$ cat config.mk
export PLATFORM = sky130hd
export DESIGN_NAME = urxs_top
export DESIGN_NICKNAME = d
export VERILOG_FILES = /design/src/verilog/urxs_pkg.sv /design/src/verilog/urxs_sync.sv /design/src/verilog/urxs_fifo.sv /design/src/verilog/urxs_top.sv
export SDC_FILE = /design/constraint.sdc
export NUM_CORES = 1
export LEC_CHECK = 0
export BUFFER_PORTS_ARGS = -buffer_cell sky130_fd_sc_hd__buf_2
export CORE_ASPECT_RATIO = 0.7
export CORE_MARGIN = 3
export CORE_UTILIZATION = 60
export CTS_CLUSTER_SIZE = 10
export DETAILED_ROUTE_END_ITERATION = 8
export PLACE_DENSITY_LB_ADDON = 0.05
export SETUP_SLACK_MARGIN = 0.3
export SLEW_MARGIN = 15
export SYNTH_ARGS = -nofsm -noshare
export SYNTH_HDL_FRONTEND = slang
export SYNTH_SLANG_ARGS = --single-unit
$ cat constraint.sdc
create_clock -name clk_i -period 7.7 [get_ports clk_i]
set_input_delay 0.77 -clock clk_i [delete_from_list [all_inputs] [get_ports clk_i]]
set_output_delay 0.77 -clock clk_i [all_outputs]
set_load 0.05 [all_outputs]
$ cat src/verilog/urxs_pkg.sv
// Constants, types and state records of the serial receive status block.
// Assumes a 10 MHz clock and a synchronous active-high reset.
package urxs_pkg;

    // Bit timing: cycles per serial bit at the fixed line rate
    localparam int         CLK_HZ     = 10_000_000;
    localparam int         BAUD_HZ    = 115_200;
    localparam int         BIT_CYCLES = CLK_HZ / BAUD_HZ;
    localparam logic [7:0] BIT_LAST   = 8'(BIT_CYCLES - 1);
    localparam logic [7:0] HALF_LAST  = 8'(BIT_CYCLES / 2 - 1);

    // Register byte offsets on the bus
    localparam logic [7:0] OFS_STATUS   = 8'h00;
    localparam logic [7:0] OFS_RXDATA   = 8'h04;
    localparam logic [7:0] OFS_CONFIG   = 8'h08;
    localparam logic [7:0] OFS_IRQ_STAT = 8'h0C;
    localparam logic [7:0] OFS_IRQ_MASK = 8'h10;

    // Field positions in the status/control register
    localparam int BIT_ADDRESS_DETECT_ENABLE = 5;
    localparam int BIT_IDLE  = 4;
    localparam int BIT_PARITY_ERROR_FLAG  = 3;
    localparam int BIT_FRAMING_ERROR_FLAG  = 2;
    localparam int BIT_RECEIVE_OVERRUN_FLAG  = 1;
    localparam int BIT_AVAIL = 0;

    // Interrupt status / mask bit positions
    localparam int IRQ_W      = 4;
    localparam int IRQ_RXCHAR = 0;
    localparam int IRQ_RECEIVE_OVERRUN_FLAG   = 1;
    localparam int IRQ_PARITY_ERROR_FLAG   = 2;
    localparam int IRQ_FRAMING_ERROR_FLAG   = 3;

    // Character formats
    typedef enum logic [1:0] {
        URXS_MODE_8N = 2'b00,
        URXS_MODE_8E = 2'b01,
        URXS_MODE_8O = 2'b10,
        URXS_MODE_9N = 2'b11
    } urxs_mode_t;

    // Receiver sequence
    typedef enum logic [2:0] {
        URXS_IDLE   = 3'b000,
        URXS_START  = 3'b001,
        URXS_DATA   = 3'b010,
        URXS_PARITY = 3'b011,
        URXS_STOP   = 3'b100
    } urxs_fsm_t;

    // Values after reset
    localparam urxs_mode_t       RST_MODE  = URXS_MODE_8N;
    localparam logic             RST_ADDRESS_DETECT_ENABLE = 1'b0;
    localparam logic [IRQ_W-1:0] RST_MASK  = 4'h0;
    localparam logic [2:0]       RST_LINE  = 3'h7;

    // Receive FIFO geometry
    localparam int         FIFO_DEPTH = 4;
    localparam int         FIFO_PTR_W = 2;
    localparam logic [2:0] FIFO_FULL  = 3'h4;

    typedef struct packed {
        logic       framing_error_flag;
        logic       parity_error_flag;
        logic [8:0] data;
    } urxs_entry_t;

    typedef struct packed {
        urxs_entry_t [FIFO_DEPTH-1:0] mem;
        logic [FIFO_PTR_W-1:0]        wptr;
        logic [FIFO_PTR_W-1:0]        rptr;
        logic [2:0]                   count;
    } urxs_fifo_t;

    typedef struct packed {
        logic [2:0] ff;
        logic       level;
    } urxs_sync_t;

    typedef struct packed {
        urxs_fsm_t        fsm;
        logic [7:0]       cnt;
        logic [3:0]       bitidx;
        logic [8:0]       shift;
        logic             parity_error_flag;
        logic             addr_en;
        urxs_mode_t       mode;
        logic             receive_overrun_flag;
        logic [IRQ_W-1:0] irq_stat;
        logic [IRQ_W-1:0] irq_mask;
        logic             ack;
        logic [31:0]      rdata;
    } urxs_state_t;

endpackage : urxs_pkg

$ cat src/verilog/urxs_sync.sv
// Three-stage synchroniser and agreement filter for the receive pin.
// Assumes the pin idles high and is asynchronous to clk_i.
`timescale 1ns/10ps
module urxs_sync
    import urxs_pkg::*;
(
    // Clock and reset
    input  wire logic clk_i,
    input  wire logic rst_i,
    // Pin and filtered level
    input  wire logic pin_i,
    output logic      level_o
);

    urxs_sync_t r_reg;
    urxs_sync_t r_next;

    // Level only moves when stages two and three agree
    always_comb begin
        r_next    = r_reg;
        r_next.ff = {r_reg.ff[1:0], pin_i};
        if (r_reg.ff[1] == r_reg.ff[2]) begin
            r_next.level = r_reg.ff[2];
        end
    end

    // Line reads idle (high) out of reset
    always_ff @(posedge clk_i) begin
        if (rst_i) begin
            r_reg.ff    <= RST_LINE;
            r_reg.level <= 1'b1;
        end else begin
            r_reg <= r_next;
        end
    end

    assign level_o = r_reg.level;

endmodule : urxs_sync

$ cat src/verilog/urxs_fifo.sv
// Receive character FIFO with per-entry error flags and flush.
// Assumes the writer never pushes while full.
`timescale 1ns/10ps
module urxs_fifo
    import urxs_pkg::*;
(
    // Clock and reset
    input  wire logic        clk_i,
    input  wire logic        rst_i,
    // Control
    input  wire logic        push_i,
    input  wire urxs_entry_t push_data_i,
    input  wire logic        pop_i,
    input  wire logic        flush_i,
    // Head and fill state
    output urxs_entry_t      head_o,
    output logic             empty_o,
    output logic             full_o
);

    urxs_fifo_t r_reg;
    urxs_fifo_t r_next;
    logic       do_push;
    logic       do_pop;

    // Pointer and count update; flush overrides both sides
    always_comb begin
        r_next  = r_reg;
        do_push = push_i && (r_reg.count != FIFO_FULL);
        do_pop  = pop_i && (r_reg.count != 3'h0);
        if (do_push) begin
            r_next.mem[r_reg.wptr] = push_data_i;
            r_next.wptr = r_reg.wptr + 2'h1;
        end
        if (do_pop) begin
            r_next.rptr = r_reg.rptr + 2'h1;
        end
        r_next.count = r_reg.count + 3'(do_push) - 3'(do_pop);
        if (flush_i) begin
            r_next.wptr  = '0;
            r_next.rptr  = '0;
            r_next.count = '0;
        end
    end

    // Storage is cleared too so the head shows no flags before the first push
    always_ff @(posedge clk_i) begin
        if (rst_i) begin
            r_reg <= '0;
        end else begin
            r_reg <= r_next;
        end
    end

    assign head_o  = r_reg.mem[r_reg.rptr];
    assign empty_o = (r_reg.count == 3'h0);
    assign full_o  = (r_reg.count == FIFO_FULL);

endmodule : urxs_fifo

$ cat src/verilog/urxs_top.sv
// Receive side of an asynchronous serial port: deserialiser, receive
// FIFO, status/control register, address detect and interrupt logic.
// Assumes a classic Wishbone master and an idle-high receive line.
// Overview of operation
// - Address detect is active only when its enable bit is set and the 9-bit format is selected.
// - In address detect, only characters whose ninth bit is one are kept as address characters.
// - The idle status bit reads one while no character is being received and zero during one.
// - The parity error bit shows the parity error of the character at the FIFO head.
// - The framing error bit shows the framing error of the character at the FIFO head.
// - Overrun is set by hardware when a character arrives with the FIFO full; software can only clear it.
// - Clearing a set overrun bit empties the FIFO and resets the receive shift register.
// - The data available bit reads one while the FIFO holds at least one character.
`timescale 1ns/10ps
module urxs_top
    import urxs_pkg::*;
(
    // Clock and reset
    input  wire logic        clk_i,
    input  wire logic        rst_i,
    // Wishbone slave
    input  wire logic        wb_cyc_i,
    input  wire logic        wb_stb_i,
    input  wire logic        wb_we_i,
    input  wire logic [7:0]  wb_adr_i,
    input  wire logic [3:0]  wb_sel_i,
    input  wire logic [31:0] wb_dat_i,
    output logic [31:0]      wb_dat_o,
    output logic             wb_ack_o,
    // Serial line and interrupt
    input  wire logic        rxd_i,
    output logic             irq_o
);

    urxs_state_t      r_reg;
    urxs_state_t      r_next;
    logic             rxd;
    urxs_entry_t      head;
    urxs_entry_t      push_data;
    logic             fifo_empty;
    logic             fifo_full;
    logic             push;
    logic             pop;
    logic             flush;
    logic             done;
    logic             addr_mode;
    logic             ovr_set;
    logic             req;
    logic             acc;
    logic             nine;
    logic [8:0]       data9;
    logic [3:0]       last_bit;
    logic [15:0]      status_val;
    logic [IRQ_W-1:0] ev;

    urxs_sync u_sync (
        .clk_i   (clk_i),
        .rst_i   (rst_i),
        .pin_i   (rxd_i),
        .level_o (rxd)
    );

    urxs_fifo u_fifo (
        .clk_i       (clk_i),
        .rst_i       (rst_i),
        .push_i      (push),
        .push_data_i (push_data),
        .pop_i       (pop),
        .flush_i     (flush),
        .head_o      (head),
        .empty_o     (fifo_empty),
        .full_o      (fifo_full)
    );

    // Status word; head flags read zero when there is no head
    always_comb begin
        status_val            = 16'h0000;
        status_val[BIT_ADDRESS_DETECT_ENABLE] = r_reg.addr_en;
        status_val[BIT_IDLE]  = (r_reg.fsm == URXS_IDLE);
        status_val[BIT_PARITY_ERROR_FLAG]  = head.parity_error_flag && !fifo_empty;
        status_val[BIT_FRAMING_ERROR_FLAG]  = head.framing_error_flag && !fifo_empty;
        status_val[BIT_RECEIVE_OVERRUN_FLAG]  = r_reg.receive_overrun_flag;
        status_val[BIT_AVAIL] = !fifo_empty;
    end

    // Receiver, register access and interrupt state
    always_comb begin
        r_next    = r_reg;
        push      = 1'b0;
        pop       = 1'b0;
        flush     = 1'b0;
        done      = 1'b0;
        ovr_set   = 1'b0;
        ev        = '0;
        req       = wb_cyc_i && wb_stb_i;
        acc       = req && r_reg.ack;
        nine      = (r_reg.mode == URXS_MODE_9N);
        addr_mode = r_reg.addr_en && nine;
        last_bit  = nine ? 4'h8 : 4'h7;
        // 8-bit characters end up in the top eight shift bits
        data9     = nine ? r_reg.shift : {1'b0, r_reg.shift[8:1]};
        push_data = '{framing_error_flag: !rxd, parity_error_flag: r_reg.parity_error_flag, data: data9};

        unique case (r_reg.fsm)
            URXS_IDLE: begin
                if (!rxd) begin
                    r_next.fsm = URXS_START;
                    r_next.cnt = HALF_LAST;
                end
            end
            URXS_START: begin
                if (r_reg.cnt != 8'h00) begin
                    r_next.cnt = r_reg.cnt - 8'h01;
                end else if (rxd) begin
                    r_next.fsm = URXS_IDLE; // Glitch, not a start bit
                end else begin
                    r_next.fsm    = URXS_DATA;
                    r_next.cnt    = BIT_LAST;
                    r_next.bitidx = 4'h0;
                    r_next.parity_error_flag   = 1'b0;
                end
            end
            URXS_DATA: begin
                if (r_reg.cnt != 8'h00) begin
                    r_next.cnt = r_reg.cnt - 8'h01;
                end else begin
                    r_next.cnt    = BIT_LAST;
                    r_next.shift  = {rxd, r_reg.shift[8:1]};
                    r_next.bitidx = r_reg.bitidx + 4'h1;
                    if (r_reg.bitidx == last_bit) begin
                        r_next.fsm = (r_reg.mode == URXS_MODE_8E ||
                                      r_reg.mode == URXS_MODE_8O)
                                   ? URXS_PARITY : URXS_STOP;
                    end
                end
            end
            URXS_PARITY: begin
                if (r_reg.cnt != 8'h00) begin
                    r_next.cnt = r_reg.cnt - 8'h01;
                end else begin
                    r_next.cnt  = BIT_LAST;
                    r_next.fsm  = URXS_STOP;
                    r_next.parity_error_flag = (^data9) ^ rxd ^
                                  (r_reg.mode == URXS_MODE_8O);
                end
            end
            URXS_STOP: begin
                if (r_reg.cnt != 8'h00) begin
                    r_next.cnt = r_reg.cnt - 8'h01;
                end else begin
                    // Low stop bit is a framing error; the line may
                    // already carry the next start bit
                    done       = 1'b1;
                    r_next.fsm = URXS_IDLE;
                end
            end
            default: begin
                r_next.fsm = URXS_IDLE;
            end
        endcase

        // Completed character: drop, flag overrun or store
        if (done) begin
            if (r_reg.receive_overrun_flag) begin
                push = 1'b0;
            end else if (addr_mode && !data9[8]) begin
                push = 1'b0;
            end else if (fifo_full) begin
                ovr_set = 1'b1;
            end else begin
                push = 1'b1;
            end
        end

        // Bus: read data latched on the first cycle, effects at ack
        r_next.ack = req && !r_reg.ack;
        if (req && !r_reg.ack && !wb_we_i) begin
            unique case (wb_adr_i)
                OFS_STATUS:   r_next.rdata = 32'(status_val);
                // Empty buffer reads zero, never a stale character
                OFS_RXDATA:   r_next.rdata = fifo_empty ? 32'h0000_0000
                                                        : 32'(head.data);
                OFS_CONFIG:   r_next.rdata = 32'(r_reg.mode);
                OFS_IRQ_STAT: r_next.rdata = 32'(r_reg.irq_stat);
                OFS_IRQ_MASK: r_next.rdata = 32'(r_reg.irq_mask);
                default:      r_next.rdata = 32'h0000_0000;
            endcase
        end
        if (acc && wb_we_i && wb_sel_i[0]) begin
            unique case (wb_adr_i)
                OFS_STATUS: begin
                    r_next.addr_en = wb_dat_i[BIT_ADDRESS_DETECT_ENABLE];
                    // Only a one-to-zero write acts; a one is ignored
                    if (r_reg.receive_overrun_flag && !wb_dat_i[BIT_RECEIVE_OVERRUN_FLAG]) begin
                        r_next.receive_overrun_flag = 1'b0;
                        flush       = 1'b1;
                    end
                end
                OFS_CONFIG:   r_next.mode = urxs_mode_t'(wb_dat_i[1:0]);
                OFS_IRQ_MASK: r_next.irq_mask = wb_dat_i[IRQ_W-1:0];
                default:      r_next.mode = r_reg.mode;
            endcase
        end
        if (acc && !wb_we_i && wb_adr_i == OFS_RXDATA) begin
            pop = 1'b1;
        end
        if (acc && !wb_we_i && wb_adr_i == OFS_IRQ_STAT) begin
            r_next.irq_stat = '0;
        end

        // Events set sticky bits after any clear, so the set wins
        ev[IRQ_RXCHAR]  = push;
        ev[IRQ_RECEIVE_OVERRUN_FLAG]    = ovr_set;
        ev[IRQ_PARITY_ERROR_FLAG]    = push && push_data.parity_error_flag;
        ev[IRQ_FRAMING_ERROR_FLAG]    = push && push_data.framing_error_flag;
        r_next.irq_stat = r_next.irq_stat | ev;
        if (ovr_set) begin
            r_next.receive_overrun_flag = 1'b1;
        end

        // Flush aborts any frame in progress
        if (flush) begin
            r_next.fsm    = URXS_IDLE;
            r_next.shift  = 9'h000;
            r_next.cnt    = 8'h00;
            r_next.bitidx = 4'h0;
        end
    end

    // State register
    always_ff @(posedge clk_i) begin
        if (rst_i) begin
            r_reg          <= '0;
            r_reg.fsm      <= URXS_IDLE;
            r_reg.addr_en  <= RST_ADDRESS_DETECT_ENABLE;
            r_reg.mode     <= RST_MODE;
            r_reg.irq_mask <= RST_MASK;
        end else begin
            r_reg <= r_next;
        end
    end

    // Outputs
    assign wb_dat_o = r_reg.rdata;
    assign wb_ack_o = r_reg.ack;
    assign irq_o    = |(r_reg.irq_stat & r_reg.irq_mask);

    // Checks
    addr_gate_a: assert property (@(posedge clk_i) disable iff (rst_i)
        done && r_reg.addr_en && !nine && !r_reg.receive_overrun_flag && !fifo_full
        |-> push)
        else $error("address detect acted outside 9-bit mode");
    addr_drop_a: assert property (@(posedge clk_i) disable iff (rst_i)
        done && addr_mode && !data9[8] |-> !push)
        else $error("data character kept during address detect");
    idle_busy_a: assert property (@(posedge clk_i) disable iff (rst_i)
        r_reg.fsm == URXS_IDLE && !rxd && !flush |=> !status_val[BIT_IDLE])
        else $error("idle bit stayed high after start edge");
    head_parity_error_flag_a: assert property (@(posedge clk_i) disable iff (rst_i)
        push && fifo_empty && !pop && !flush
        |=> status_val[BIT_PARITY_ERROR_FLAG] == $past(r_reg.parity_error_flag))
        else $error("parity flag does not follow head character");
    head_framing_error_flag_a: assert property (@(posedge clk_i) disable iff (rst_i)
        push && fifo_empty && !pop && !flush
        |=> status_val[BIT_FRAMING_ERROR_FLAG] != $past(rxd))
        else $error("framing flag does not follow head character");
    ovr_set_a: assert property (@(posedge clk_i) disable iff (rst_i)
        done && fifo_full && !r_reg.receive_overrun_flag && !(addr_mode && !data9[8])
        |=> r_reg.receive_overrun_flag && r_reg.irq_stat[IRQ_RECEIVE_OVERRUN_FLAG])
        else $error("overrun not flagged on full buffer");
    ovr_nosw_a: assert property (@(posedge clk_i) disable iff (rst_i)
        !r_reg.receive_overrun_flag && !ovr_set |=> !r_reg.receive_overrun_flag)
        else $error("overrun bit set without overflow");
    ovr_flush_a: assert property (@(posedge clk_i) disable iff (rst_i)
        flush |=> fifo_empty && r_reg.fsm == URXS_IDLE && !r_reg.receive_overrun_flag)
        else $error("overrun clear did not empty receiver");
    avail_push_a: assert property (@(posedge clk_i) disable iff (rst_i)
        push && !flush |=> status_val[BIT_AVAIL] [*1] ##0 !fifo_empty)
        else $error("data available low after store");
    ovr_drop_a: assert property (@(posedge clk_i) disable iff (rst_i)
        r_reg.receive_overrun_flag && done && !pop && !flush
        |-> !push ##1 $stable(fifo_empty))
        else $error("character stored while overrun set");

    // Further receive, bus and interrupt checks
    addr_keep_a: assert property (@(posedge clk_i) disable iff (rst_i)
        done && addr_mode && data9[8] && !r_reg.receive_overrun_flag && !fifo_full |-> push)
        else $error("address character not stored");
    idle_back_a: assert property (@(posedge clk_i) disable iff (rst_i)
        done |=> status_val[BIT_IDLE])
        else $error("idle bit low after stop bit");
    ovr_hold_a: assert property (@(posedge clk_i) disable iff (rst_i)
        r_reg.receive_overrun_flag && !flush |=> r_reg.receive_overrun_flag)
        else $error("overrun bit dropped without a clear");
    avail_low_a: assert property (@(posedge clk_i) disable iff (rst_i)
        fifo_empty && !push |=> !status_val[BIT_AVAIL])
        else $error("data available high with empty buffer");
    irq_clear_a: assert property (@(posedge clk_i) disable iff (rst_i)
        acc && !wb_we_i && wb_adr_i == OFS_IRQ_STAT
        |=> r_reg.irq_stat == $past(ev))
        else $error("interrupt status not cleared by read");
    ack_pulse_a: assert property (@(posedge clk_i) disable iff (rst_i)
        wb_ack_o |=> !wb_ack_o)
        else $error("acknowledge held longer than one cycle");

endmodule : urxs_top

==> metrics.cfg <==
[synthesis]
yosys_register_bits = 102
synth_area_leaders = dfxtp_1 39%, nor2_1 5.7%, a211oi_1 5.5%
yosysMostFrequentCell = dfxtp_1
synth_seq_area_share_pct = 39.2
yosysWarnings = 0
synth_enable_flop_cells = 0
synth_top_area_share_pct = 39.2
synth_area_leader_cell = dfxtp_1
synth_ff_type = dfxtp_1
synth_cell_types = 57
async_flop_share_pct = 0
synth_area_per_cell_um2 = 9.08
syn_area_um2 = 5200
synthTopCellsByCount = 102 x dfxtp_1, 79 x nor2_1, 40 x nand2_1
syn_inst = 573

[worst_hold_path]
hold_class = flop to flop

[detailed_routing]
post-route-drc-count = 0
met2_length_mm = 4.99
vias_per_cell = 5.91
via_count = 4090
wl_met3_um = 871
met1_length_mm = 5.46
drt_iter0_drc = 316
first_pass_iters = 5
wl_mm = 11.5
wl_per_cell_um = 16.6
postRouteAntennaNets = 0
routed.top_layer = met4

[cts]
ctsHoldBuffers = 0
cts_resized = 0
clk_path_buf_depth = 2
root_buffer = clkbuf_16
ctsHtreeMaxLevel = 3
clock_sinks = 102
numCtsBuffers = 9
cts_setup_buffers = 0
insertion_delay_ps = 360
cts.clk_slew.worst_paths_ps = 70
cts_tree = yes

[critical_path]
slowest_delay_ps = 840
path_max_fanout = 17
cpLargestDelayFamily = adder cells
required_ps = 7920
arrival_ps = 3260
slowest_stage = a311oi_1
path_cells = ha_1 -> a311oi_1 -> nand2_1 -> inv_1 -> ha_1 -> fa_1 -> inv_1 -> nor2_1
start_kind = flop
cp-end-kind = flop
path_buf_inv = 2
critical_path_class = flop to flop

[global_route]
grt_start_max_net_pins = 72
grt_antenna_before_repair = 0
grt_pass1_vias = 3677
grtUsageTotal_pct = 23.6
grt_pass1_wl_mm = 18.6
grt_overflow = 0

[floorplan]
design.die.area_um2 = 9840
coreArea_um2 = 8140
chipWidth_um = 117
rows = 27
pin_count = 84
start_util_pct = 63.9
die_y_um = 83.9

[place]
routabilityCongestion = 0.842
hpwlAfterDp_mm = 7.94
port_buffers = 30

[layout]
syn2layout_area_growth_pct = 4.02
largest_reg_flops = 51
layout-drive-gt1-share_pct = 13.5
nets = 632
num_antenna_cells = 0

[run_status]
status = finished clean

[sta]
tightestPinTransition_ps = 1030
min_period_ps = 3040
rsz0062_at_grt = false
slew_violations = 0
relSlewSlack_pct = 30.9
setup_tns_ps = 0
finalCritPeriodShare_pct = 39.5
finalSetupViolCount = 0
fin_skew_ps = 10.3
fmaxAchievable_mhz = 329
hold_viol = 0

[power]
power_leakage_uw = 0.00191
vdd_drop_max_mv = 0.139
p_per_area_nw_per_um2 = 198
p_total_uw = 1070

[job]
maxCapViolCount = 0

-- through the flow --
stage	cell area, µm²	hold slack, ps	std cells	utilization (%)	setup WS (ps)
6_report	5410	416	692	66.5	4660
2_1_floorplan	5290	389	595	-	4770
3_3_place_gp	5090	402	676	62.5	4380
3_5_place_dp	5090	395	676	62.5	4420
5_1_grt	5410	444	692	66.5	4460
4_1_cts	5410	420	692	66.5	4700
-- worst reg2reg max path, cell delays in order, from the launching register on --
cell and delay [ps]:
dfxtp_1 360, ha_1 500, a311oi_1 850, nand2_1 280, inv_1 210, ha_1 200
fa_1 410, inv_1 60, nor2_1 40
-- layout by cell type, fill, tap and decap left out, types with 3 or more instances in the layout --
cell and count:
or3_1 3, xor2_1 4, a211oi_1 38, o21ai_0 11, and3_1 6, nor4_1 5, a22oi_1 7, nor3_1 17
inv_8 4, clkbuf_16 9, and2_1 3, buf_2 30, a221oi_1 3, mux4_2 11, nand2b_1 5, conb_1 23
nand3_1 20, a21oi_1 30, a31o_2 5, nor3b_1 4, a31oi_1 3, inv_1 17, or2_2 7, nor2b_1 3
nand2_1 40, dfxtp_1 102, nor4b_1 4, xnor2_1 14, mux2i_1 23, nor2_1 79, ha_1 10
-- power by group --
group	switching [µW]	internal [µW]
Clock	216	271
Sequential	1.04	528
Combinational	45.2	8.16
Total	262	807
-- metal layers --
layer / track usage (%) / up-vias
li1: - / 1989
met1: 32.7 / 1951
met2: 35.5 / 132
met3: 7.18 / 18
met4: 6.92 / 0
met5: 0 / -
-- cell families after synthesis --
logic type | synth area share, %
and+or+nand+nor | 19.2
xor gates and xnor gates | 3.03
AOI/OAI and AO/OA | 15.5
DFF | 39.2
adders and majority gates | 2.79
buffers and inverters | 10.8
muxes | 9.40
other | 0.0721
-- cell type report --
cell class | count | area [µm²]
fill | 681 | 2730
inverter | 17 | 63.8
clock buffer | 10 | 239
timing repair buffer | 31 | 158
sequential | 102 | 2040
clock inverter | 6 | 83.8
multi-input combinational | 410 | 2680
tap | 116 | 145
-- final timing paths --
path	slack, ps	depth (start not counted)	startpoint	endpoint
setup / recovery	4660	8	r_reg[42]	u_fifo.r_reg[1]
hold / removal	420	1	u_sync.r_next[2]	u_sync.r_next[3]
setup reg to reg	4660	8	r_reg[42]	u_fifo.r_reg[1]
hold reg to reg	420	1	u_sync.r_next[2]	u_sync.r_next[3]
No activity file was read; power rests on OpenSTA's default activity.
